File: src/rtl/acc_pkg.sv
// Shared constants and carrier types for the comparator control block
package acc_pkg;
	localparam logic [3:0] ADDR_CTRL   = 4'h0;
	localparam logic [3:0] ADDR_SHARED = 4'h4;
	localparam logic [3:0] ADDR_STATUS = 4'h8;
	localparam logic [7:0] CTRL_RESET   = 8'h00;
	localparam logic [7:0] SHARED_RESET = 8'h00;
	localparam logic [7:0] CTRL_WMASK   = 8'hBF;
	localparam int BIT_ON     = 7;
	localparam int BIT_RESULT = 6;
	localparam int BIT_DRIVE  = 5;
	localparam int BIT_INVERT = 4;
	localparam int BIT_SPEED  = 3;
	localparam int BIT_REF    = 2;
	localparam logic [1:0] RESP_OKAY   = 2'h0;
	localparam logic [1:0] RESP_SLVERR = 2'h2;

	typedef struct packed {
		logic       cmp1_on;
		logic       cmp1_pin_drive;
		logic       cmp1_invert;
		logic       cmp1_speed_sel;
		logic       cmp1_ref_sel;
		logic [1:0] cmp1_chan_sel;
	} acc_ctrl_type;

	typedef struct packed {
		logic       core_enable;
		logic       speed_normal;
		logic       noninv_is_ref;
		logic [3:0] inv_src_onehot;
		logic       ref_enable;
	} acc_core_type;
endpackage

File: src/rtl/acc_result.sv
// Result qualification: polarity, off-state level and pin drive gating
`timescale 1ns/1ps
`default_nettype none
module acc_result (
	input  wire logic                clk,
	input  wire logic                rst_n,
	input  wire acc_pkg::acc_ctrl_type ctrl,
	input  wire logic                raw_gt,
	input  wire logic                pin_dir_out,
	output logic                     result,
	output logic                     pin_val,
	output logic                     pin_oe
);
	logic result_ff, pin_val_ff, pin_oe_ff;
	logic nxt_result, nxt_pin_val, nxt_pin_oe;

	always_comb begin
		if (ctrl.cmp1_on)
			nxt_result = raw_gt ^ ctrl.cmp1_invert;
		else
			nxt_result = ctrl.cmp1_invert;
		nxt_pin_oe  = ctrl.cmp1_pin_drive & ctrl.cmp1_on & pin_dir_out;
		nxt_pin_val = nxt_pin_oe & nxt_result;
	end

	always_ff @(posedge clk or negedge rst_n) begin
		if (!rst_n) begin
			result_ff  <= 1'b0;
			pin_val_ff <= 1'b0;
			pin_oe_ff  <= 1'b0;
		end else begin
			result_ff  <= nxt_result;
			pin_val_ff <= nxt_pin_val;
			pin_oe_ff  <= nxt_pin_oe;
		end
	end

	assign result  = result_ff;
	assign pin_val = pin_val_ff;
	assign pin_oe  = pin_oe_ff;

	a_off_level: assert property (@(posedge clk) disable iff (!rst_n)
		!ctrl.cmp1_on |=> result_ff == $past(ctrl.cmp1_invert))
		else $error("off result not polarity level");
	a_pin_gate: assert property (@(posedge clk) disable iff (!rst_n)
		pin_oe_ff |-> $past(ctrl.cmp1_on && ctrl.cmp1_pin_drive && pin_dir_out))
		else $error("pin driven without all enables");
endmodule
`default_nettype wire

File: src/rtl/acc_top.sv
// Comparator 1 control register, AXI4-Lite slave and core steering
`timescale 1ns/1ps
`default_nettype none
module acc_top (
	input  wire logic        clk,
	input  wire logic        rst_n,
	input  wire logic [3:0]  s_axi_awaddr,
	input  wire logic        s_axi_awvalid,
	output logic             s_axi_awready,
	input  wire logic [31:0] s_axi_wdata,
	input  wire logic [3:0]  s_axi_wstrb,
	input  wire logic        s_axi_wvalid,
	output logic             s_axi_wready,
	output logic [1:0]       s_axi_bresp,
	output logic             s_axi_bvalid,
	input  wire logic        s_axi_bready,
	input  wire logic [3:0]  s_axi_araddr,
	input  wire logic        s_axi_arvalid,
	output logic             s_axi_arready,
	output logic [31:0]      s_axi_rdata,
	output logic [1:0]       s_axi_rresp,
	output logic             s_axi_rvalid,
	input  wire logic        s_axi_rready,
	input  wire logic        raw_gt,
	input  wire logic        pin_direction,
	output logic             cmp1_result_pin,
	output logic             cmp1_result_pin_oe,
	output acc_pkg::acc_core_type core_ctrl,
	output logic [7:0]       comparator_shared_control
);
	function automatic logic [3:0] onehot4(input logic [1:0] code);
		onehot4 = 4'h1 << code;
	endfunction

	logic [7:0]  ctrl_ff, nxt_ctrl;
	logic [7:0]  shared_ff, nxt_shared;
	logic        aw_ff, w_ff, nxt_aw, nxt_w;
	logic [3:0]  awaddr_ff, nxt_awaddr;
	logic [31:0] wdata_ff, nxt_wdata;
	logic [3:0]  wstrb_ff, nxt_wstrb;
	logic        bvalid_ff, nxt_bvalid;
	logic [1:0]  bresp_ff, nxt_bresp;
	logic        rvalid_ff, nxt_rvalid;
	logic [1:0]  rresp_ff, nxt_rresp;
	logic [31:0] rdata_ff, nxt_rdata;
	acc_pkg::acc_core_type core_ff, nxt_core;
	acc_pkg::acc_ctrl_type ctrl_s;
	logic result_w, pin_val_w, pin_oe_w;
	logic do_write;

	always_comb begin
		ctrl_s.cmp1_on        = ctrl_ff[acc_pkg::BIT_ON];
		ctrl_s.cmp1_pin_drive = ctrl_ff[acc_pkg::BIT_DRIVE];
		ctrl_s.cmp1_invert    = ctrl_ff[acc_pkg::BIT_INVERT];
		ctrl_s.cmp1_speed_sel = ctrl_ff[acc_pkg::BIT_SPEED];
		ctrl_s.cmp1_ref_sel   = ctrl_ff[acc_pkg::BIT_REF];
		ctrl_s.cmp1_chan_sel  = ctrl_ff[1:0];
	end

	acc_result u_result (
		.clk         (clk),
		.rst_n       (rst_n),
		.ctrl        (ctrl_s),
		.raw_gt      (raw_gt),
		.pin_dir_out (pin_direction),
		.result      (result_w),
		.pin_val     (pin_val_w),
		.pin_oe      (pin_oe_w)
	);

	// Write path: address and data latched in either order
	always_comb begin
		nxt_aw     = aw_ff;
		nxt_w      = w_ff;
		nxt_awaddr = awaddr_ff;
		nxt_wdata  = wdata_ff;
		nxt_wstrb  = wstrb_ff;
		nxt_bvalid = bvalid_ff;
		nxt_bresp  = bresp_ff;
		nxt_ctrl   = ctrl_ff;
		nxt_shared = shared_ff;
		do_write   = aw_ff && w_ff && !bvalid_ff;
		if (s_axi_awvalid && !aw_ff) begin
			nxt_aw     = 1'b1;
			nxt_awaddr = s_axi_awaddr;
		end
		if (s_axi_wvalid && !w_ff) begin
			nxt_w     = 1'b1;
			nxt_wdata = s_axi_wdata;
			nxt_wstrb = s_axi_wstrb;
		end
		if (do_write) begin
			nxt_aw     = 1'b0;
			nxt_w      = 1'b0;
			nxt_bvalid = 1'b1;
			nxt_bresp  = acc_pkg::RESP_OKAY;
			case (awaddr_ff)
				acc_pkg::ADDR_CTRL: begin
					if (wstrb_ff[0])
						nxt_ctrl = wdata_ff[7:0] & acc_pkg::CTRL_WMASK;
				end
				acc_pkg::ADDR_SHARED: begin
					if (wstrb_ff[0])
						nxt_shared = wdata_ff[7:0];
				end
				acc_pkg::ADDR_STATUS: nxt_bresp = acc_pkg::RESP_OKAY;
				default: nxt_bresp = acc_pkg::RESP_SLVERR;
			endcase
		end else if (bvalid_ff && s_axi_bready) begin
			nxt_bvalid = 1'b0;
		end
	end

	// Read path: one cycle after address acceptance
	always_comb begin
		nxt_rvalid = rvalid_ff;
		nxt_rdata  = rdata_ff;
		nxt_rresp  = rresp_ff;
		if (rvalid_ff) begin
			if (s_axi_rready)
				nxt_rvalid = 1'b0;
		end else if (s_axi_arvalid) begin
			nxt_rvalid = 1'b1;
			nxt_rresp  = acc_pkg::RESP_OKAY;
			nxt_rdata  = 32'h0000_0000;
			case (s_axi_araddr)
				acc_pkg::ADDR_CTRL: begin
					nxt_rdata[7:0] = ctrl_ff;
					nxt_rdata[acc_pkg::BIT_RESULT] = result_w;
				end
				acc_pkg::ADDR_SHARED: nxt_rdata[7:0] = shared_ff;
				acc_pkg::ADDR_STATUS: nxt_rdata[0] = result_w;
				default: nxt_rresp = acc_pkg::RESP_SLVERR;
			endcase
		end
	end

	// Steering of the analog core
	always_comb begin
		nxt_core.core_enable    = ctrl_ff[acc_pkg::BIT_ON];
		nxt_core.speed_normal   = ctrl_ff[acc_pkg::BIT_SPEED];
		nxt_core.noninv_is_ref  = ctrl_ff[acc_pkg::BIT_REF];
		nxt_core.inv_src_onehot = onehot4(ctrl_ff[1:0]);
		nxt_core.ref_enable     = ctrl_ff[acc_pkg::BIT_ON] & ctrl_ff[acc_pkg::BIT_REF];
	end

	always_ff @(posedge clk or negedge rst_n) begin
		if (!rst_n) begin
			ctrl_ff   <= acc_pkg::CTRL_RESET;
			shared_ff <= acc_pkg::SHARED_RESET;
			aw_ff     <= 1'b0;
			w_ff      <= 1'b0;
			awaddr_ff <= 4'h0;
			wdata_ff  <= 32'h0000_0000;
			wstrb_ff  <= 4'h0;
			bvalid_ff <= 1'b0;
			bresp_ff  <= 2'h0;
			rvalid_ff <= 1'b0;
			rresp_ff  <= 2'h0;
			rdata_ff  <= 32'h0000_0000;
			// Core off, but code 00 still selects source 0
			core_ff   <= '{inv_src_onehot: 4'h1, default: 1'b0};
		end else begin
			ctrl_ff   <= nxt_ctrl;
			shared_ff <= nxt_shared;
			aw_ff     <= nxt_aw;
			w_ff      <= nxt_w;
			awaddr_ff <= nxt_awaddr;
			wdata_ff  <= nxt_wdata;
			wstrb_ff  <= nxt_wstrb;
			bvalid_ff <= nxt_bvalid;
			bresp_ff  <= nxt_bresp;
			rvalid_ff <= nxt_rvalid;
			rresp_ff  <= nxt_rresp;
			rdata_ff  <= nxt_rdata;
			core_ff   <= nxt_core;
		end
	end

	assign s_axi_awready = !aw_ff;
	assign s_axi_wready  = !w_ff;
	assign s_axi_bvalid  = bvalid_ff;
	assign s_axi_bresp   = bresp_ff;
	assign s_axi_arready = !rvalid_ff;
	assign s_axi_rvalid  = rvalid_ff;
	assign s_axi_rresp   = rresp_ff;
	assign s_axi_rdata   = rdata_ff;
	assign core_ctrl     = core_ff;
	assign comparator_shared_control = shared_ff;
	assign cmp1_result_pin    = pin_val_w;
	assign cmp1_result_pin_oe = pin_oe_w;

	a_core_enable: assert property (@(posedge clk) disable iff (!rst_n)
		core_ff.core_enable == $past(ctrl_ff[acc_pkg::BIT_ON]))
		else $error("core enable not following on bit");
	a_speed_sel: assert property (@(posedge clk) disable iff (!rst_n)
		core_ff.speed_normal == $past(ctrl_ff[acc_pkg::BIT_SPEED]))
		else $error("speed select mismatch");
	a_ref_sel: assert property (@(posedge clk) disable iff (!rst_n)
		core_ff.noninv_is_ref == $past(ctrl_ff[acc_pkg::BIT_REF]))
		else $error("reference select mismatch");
	a_chan_map: assert property (@(posedge clk) disable iff (!rst_n)
		$past(ctrl_ff[1:0]) == 2'h2 |-> core_ff.inv_src_onehot == 4'h4)
		else $error("channel code 2 not source 2");
	a_chan_onehot: assert property (@(posedge clk) disable iff (!rst_n)
		$onehot(core_ff.inv_src_onehot))
		else $error("inverting source not one-hot");
	a_result_pol: assert property (@(posedge clk) disable iff (!rst_n)
		ctrl_s.cmp1_on && $stable(ctrl_ff) |=>
			result_w == ($past(raw_gt) ^ $past(ctrl_s.cmp1_invert)))
		else $error("result polarity wrong");
	a_invert_off: assert property (@(posedge clk) disable iff (!rst_n)
		!ctrl_s.cmp1_on ##1 !ctrl_s.cmp1_on |-> result_w == $past(ctrl_s.cmp1_invert))
		else $error("invert bit not reflected");
	a_result_ro: assert property (@(posedge clk) disable iff (!rst_n)
		!ctrl_ff[acc_pkg::BIT_RESULT])
		else $error("stored result bit not zero");
	a_ref_off: assert property (@(posedge clk) disable iff (!rst_n)
		core_ff.ref_enable |-> core_ff.core_enable)
		else $error("reference on while comparator off");
	a_pin_drive: assert property (@(posedge clk) disable iff (!rst_n)
		!ctrl_s.cmp1_pin_drive ##1 !ctrl_s.cmp1_pin_drive |-> !cmp1_result_pin_oe)
		else $error("pin driven with drive bit clear");
endmodule
`default_nettype wire

File: config.mk
export PLATFORM = sky130hd
export DESIGN_NAME = acc_top
export DESIGN_NICKNAME = d
export VERILOG_FILES = /design/src/rtl/acc_pkg.sv /design/src/rtl/acc_result.sv /design/src/rtl/acc_top.sv
export SDC_FILE = /design/constraint.sdc
export NUM_CORES = 1
export LEC_CHECK = 0
export ABC_AREA = 1
export BUFFER_PORTS_ARGS = -buffer_cell sky130_fd_sc_hd__buf_2
export CAP_MARGIN = 20
export CORE_MARGIN = 2
export CORE_UTILIZATION = 50
export DETAILED_ROUTE_END_ITERATION = 10
export GPL_TIMING_DRIVEN = 0
export PLACE_DENSITY = 0.9
export RECOVER_POWER = 25
export SLEW_MARGIN = 25
export SYNTH_ARGS = -nofsm -noshare
export SYNTH_HDL_FRONTEND = slang
export SYNTH_SLANG_ARGS = --single-unit
File: constraint.sdc
create_clock -name clk -period 1.9 [get_ports clk]
set_clock_uncertainty 0.1 [all_clocks]
set_input_delay 0.38 -clock clk [delete_from_list [all_inputs] [get_ports clk]]
set_output_delay 0.38 -clock clk [all_outputs]
set_load 0.03 [all_outputs]
-- After elaboration in Yosys (flattened, before gate mapping)
Index checks and enable logic that the tools add are counted.
- reduce and logical (&&, ||, !) cells: 19
- eq/ne operators: 4
- bitwise logic cells: 6
- muxes and demuxes: 14
- shift operators: 1
- operators by type and width (cell ; count):
    7-bit case mux with 2 select lines ; 1
    1-bit two-way mux ; 10
    4-bit by 3-bit == test with 1-bit output (second input constant) ; 2
    4-bit == test (second input constant) ; 2
    4-bit zero test ; 2
    3-bit AND reduction ; 2
    2-bit nonzero test ; 3
    3-bit OR reduction ; 2
    1-bit logical AND ; 5
    1-bit AND ; 4
    1-bit zero test ; 4
    2-bit two-way mux ; 2
    1-bit by 2-bit left shift with 4-bit output (first input constant) ; 1
    1-bit case mux with 3 select lines ; 1
    2-bit AND reduction ; 1
    1-bit inverter ; 1
    1-bit XOR ; 1
- bits of input ports: 53
- logic and storage cells: 64
- bits in registers: 55

-- Logic depth before layout (Yosys ltp)
- word-level depth: 4
- mapped depth: 7
- depth with buffers taken out: 6

-- Cells and area by module
From an unflattened synthesis, not the netlist that was laid out.
- cell total of the unflattened synthesis: 251
- area, all modules: 2392.3 um^2
- modules (own cells, without submodules) (module ; instances ; cells an instance ; area an instance (um^2)):
    acc_top ; 1 ; 239 ; 2275.9
    acc_result ; 1 ; 12 ; 116.4

-- Least setup slack after synthesis
OpenSTA, ideal clock, no wires.
- kind: register to register
- from: reg rvalid_ff, in the netlist s_axi_rvalid
- to: reg rresp_ff[1], in the netlist s_axi_rresp[1]
- path slack: 0.392 ns
- period minus slack after synthesis: 1.508 ns
- library setup time: 0.131 ns
- buffers on the path: 0
- stages on the path, launching flop included: 6
- data arrival time: 1.277 ns
- path through: dfrtp_1 > inv_1 > nand2_2 > clkinv_1 > nor2_1 > a31oi_1
- longest elaborated chain between the ends: 2
- RTL lines (what ; RTL line ; RTL):
    start, declared ; acc_top.sv:43 ; logic rvalid_ff, nxt_rvalid;
    start signal, assigned ; acc_top.sv:173 ; rvalid_ff <= nxt_rvalid;
    1-bit inverter (no line) ; -- ;
    2-bit AND reduction (no line) ; -- ;
    end signal, assigned ; acc_top.sv:174 ; rresp_ff <= nxt_rresp;
    end, declared ; acc_top.sv:44 ; logic [1:0] rresp_ff, nxt_rresp;
Every way passes these cells.
A chain may end at the register's enable or synchronous reset.

-- Final worst setup path
- from: reg w_ff
- to: out s_axi_wready
- longest elaborated chain between the ends: 1
- RTL lines (what ; RTL line ; RTL):
    start, declared ; acc_top.sv:37 ; logic aw_ff, w_ff, nxt_aw, nxt_w;
    start signal, assigned ; acc_top.sv:167 ; w_ff <= nxt_w;
    1-bit zero test ; acc_top.sv:181 ; assign s_axi_wready = !w_ff;
    end, declared ; acc_top.sv:13 ; output logic s_axi_wready,
Every way passes these cells.

==> impl_results.md <==
* Status: completed
* Clk sinks at 53
* Worst-Margin Slew at approximately 1.3 ns
* Setup CP Type: reg -> out
* Cell Int Power at roughly 2200 uW
* Combinational share of power at 0.381
* Crit path cell chain: inv_1, buf_2
* CP Capture Type: primary output
* Filler instances at 420
* Yosys warns at 0
* Die footprint at roughly 0.0053 sq mm
* Hold buffer count at cts at 0
* Vias in the first global route at ~1,600
* ANT nets after route at 0
* Area Overhead vs Synth at 22.9%
* H-tree levels at 2
* Rows at 25
* RSZ-0062 raised after global routing: false
* Detail Placement HPWL at roughly 3300 um
* Min Tclk post-route at about 1.5 ns
* DR vias/cell at approximately 4.5
* Area occupied by multi-input gates at ~800 sq um
* Net Switching at between 1500 and 2000 uW
* Maximum root-to-sink buffer count at 2
* CTS Root Buffer Type: clkbuf_8
* Post-CTS Repair Setup Buffers at 0
* Leak at between 0.0015 and 0.002 uW
* Initial antenna violation count at 0
* Min-Delay Path Class: in -> reg
* Peak supply drop at around 1000 uV
* CTS buffer count at 5
* Post-synthesis sequential area ratio at 0.562
* Slew HR at 0.151
* CTS resizes at 0
* Crit path required time at between 1 and 1.5 ns
* Commonest cells after routing, fill and taps aside: 58 x buf_2, 52 x dfrtp_1, 51 x nand2_1
* Starting Density at 0.511
* R2r endpoint: comparator_shared_control[7]$_DFFE_PN0P_
* Grt ovf at 0
* Max-cap violations at 0
* Clock Latency Late Sink at ~0.31 ns
* 1st-iter DRT viols at 129
* Worst hold path endpoint: s_axi_bvalid$_DFFE_PN0P_
* Chip Width at 72.8 um
* Yosys cell types at 21
* R2r worst-path depth at 7
* ANT cells at 0
* Arr. time, crit path at 1.01 ns
* Most common cell after layout, fill and taps aside: buf_2
* DR WL/cell at ~11 um
* Final-report setup violation count at 0
* CP max stage delay at approximately 0.40 ns
* Post-Syn Area at approximately 0.0024 sq mm
* Chip height at 72.8 um
* Hold path depth at 2
* Slowest cell on the critical path: dfrtp_1
* Pwr per Cell Area at around 1300 mW/mm^2
* GPL Wtd Cong at 0.808
* Core Footprint at about 0.0046 sq mm
* Slew Viols, Final at 0
* Syn_area_per_cell at about 9.6 sq um
* Sw Ratio at 0.424
* Final TNS setup at 0 ns
* Largest net degree at the start of global routing at 54
* Share of post-route cells with drive strength above 1 at 0.383
* Layout Utilization at 0.628
* Register clock-pin slew on the reported worst setup and hold paths at 0.09 ns
* Max FO, Critical Path at 3
* Syn Inst Count at 246
* GRT Overall Usage at 0.176
* DR pass1 iterations at 4
* Via count at 1,752
* TritonCTS clock tree: done
* Nets@finish at 389
* Final worst-path cycle share at 0.786
* Remaining DRCs at 0
* Hold Vio Cnt, Final at 0
* Worst hold start: s_axi_bready
* Worst r2r src: awaddr_ff[1]$_DFFE_PN0P_
* CP Launch Type: register
* Buffers on Ports at a little under 60
* Setup slack, reg-to-reg at about 0.58 ns
* Global-route wire length before repair at ~7200 um
* Clock share of power at 0.166
* Peak Freq at between 0.6 and 0.7 GHz
* Sequential share of power at 0.453
* FF+latch count, synth at between 50 and 60
* Sequential Area at 0.00133 sq mm
* I/O pin count at around 110
* Final wirelength at 4400 um
[worst max-delay path by stage]
| stage | startpoint | to | slack [ns] | depth (start not counted) |
|---|---|---|---|---|
| global route | w_ff$_DFFE_PN0P_ | s_axi_wready | 0.34 | 2 |
| CTS | w_ff$_DFFE_PN0P_ | s_axi_wready | 0.39 | 2 |
| detailed placement | s_axi_araddr[1] | s_axi_rdata[3]$_DFFE_PN0P_ | 0.56 | 7 |
| global placement | rst_n | wdata_ff[4]$_DFFE_PN0P_ | 0.44 | 1 |
| finish | w_ff$_DFFE_PN0P_ | s_axi_wready | 0.41 | 2 |
| floorplan | s_axi_rvalid$_DFF_PN0_ | s_axi_rresp[1]$_DFFE_PN0P_ | 0.39 | 5 |
[layout make-up]
class                   count  share of cell area
inverters                  25              0.0323
flip-flops and latches     53               0.457
clock inverters             3             0.00732
plain buffers              30              0.0792
multi-input cells         163               0.277
clock buffers               5              0.0237
well taps                  54              0.0233
repair buffers             58              0.0999
[sequential cells by signal (all words and copies together) (netlist names), 4 cells and up]
name	flops
comparator_shared_control	8
core_ctrl	8
s_axi_rdata	8
wdata_ff	8
ctrl_ff	7
awaddr_ff	4
[layer usage]
metal,track usage,wire length [um],vias up
li1,-,-,903
met1,0.214,1910,786
met2,0.291,2130,56
met3,0.0497,261,7
met4,0.0844,95,0
met5,0,0,-
[cells by family after synthesis]
family	count (synthesis)	share of synthesized area
xor+xnor	1	0.00371
other cells	1	0.00159
buf+inv	55	0.137
flops	53	0.562
mux	2	0.00953
simple gates	102	0.194
compound gates	32	0.0926
[per-stage QoR]
step	area [sq um]	hold WS, ns	instances	setup WS (ns)	total power, uW
floorplan	2460	-0.0156	271	0.392	2830
global placement	2820	0.295	383	0.439	3190
detailed placement	2820	0.298	383	0.561	3250
CTS	2910	0.00414	391	0.391	3890
global route	2910	0.162	391	0.341	4100
finish	2910	0.143	391	0.406	3850
[synth_stat cells (all sizes together)]
cell type,number,area [sq um]
mux2,2,22.5
o21ai,19,151
clkinv,1,3.75
dfrtp,52,1300
conb,1,3.75
xor2,1,8.76
a31oi,2,12.5
nand3,20,105
nor2,24,118
dfstp,1,26.3
buf,30,230
nand2,58,235
inv,24,90.1
a21oi,11,55.1
[power groups by stage]
stage | Clock, uW | Sequential [uW] | Combinational [uW]
after floorplan | 0 | 2050 | 777
after global placement | 0 | 1750 | 1440
after detailed placement | 0 | 1770 | 1480
after CTS | 655 | 1740 | 1490
after global routing | 702 | 1780 | 1620
final | 638 | 1740 | 1470
[worst max-delay path: cells and delay by family (launching register included)]
kind | cells | cell delay [ns]
flops | 1 | 0.40
buf+inv | 2 | 0.30
Note: power is estimated with default switching activity, not from simulation.
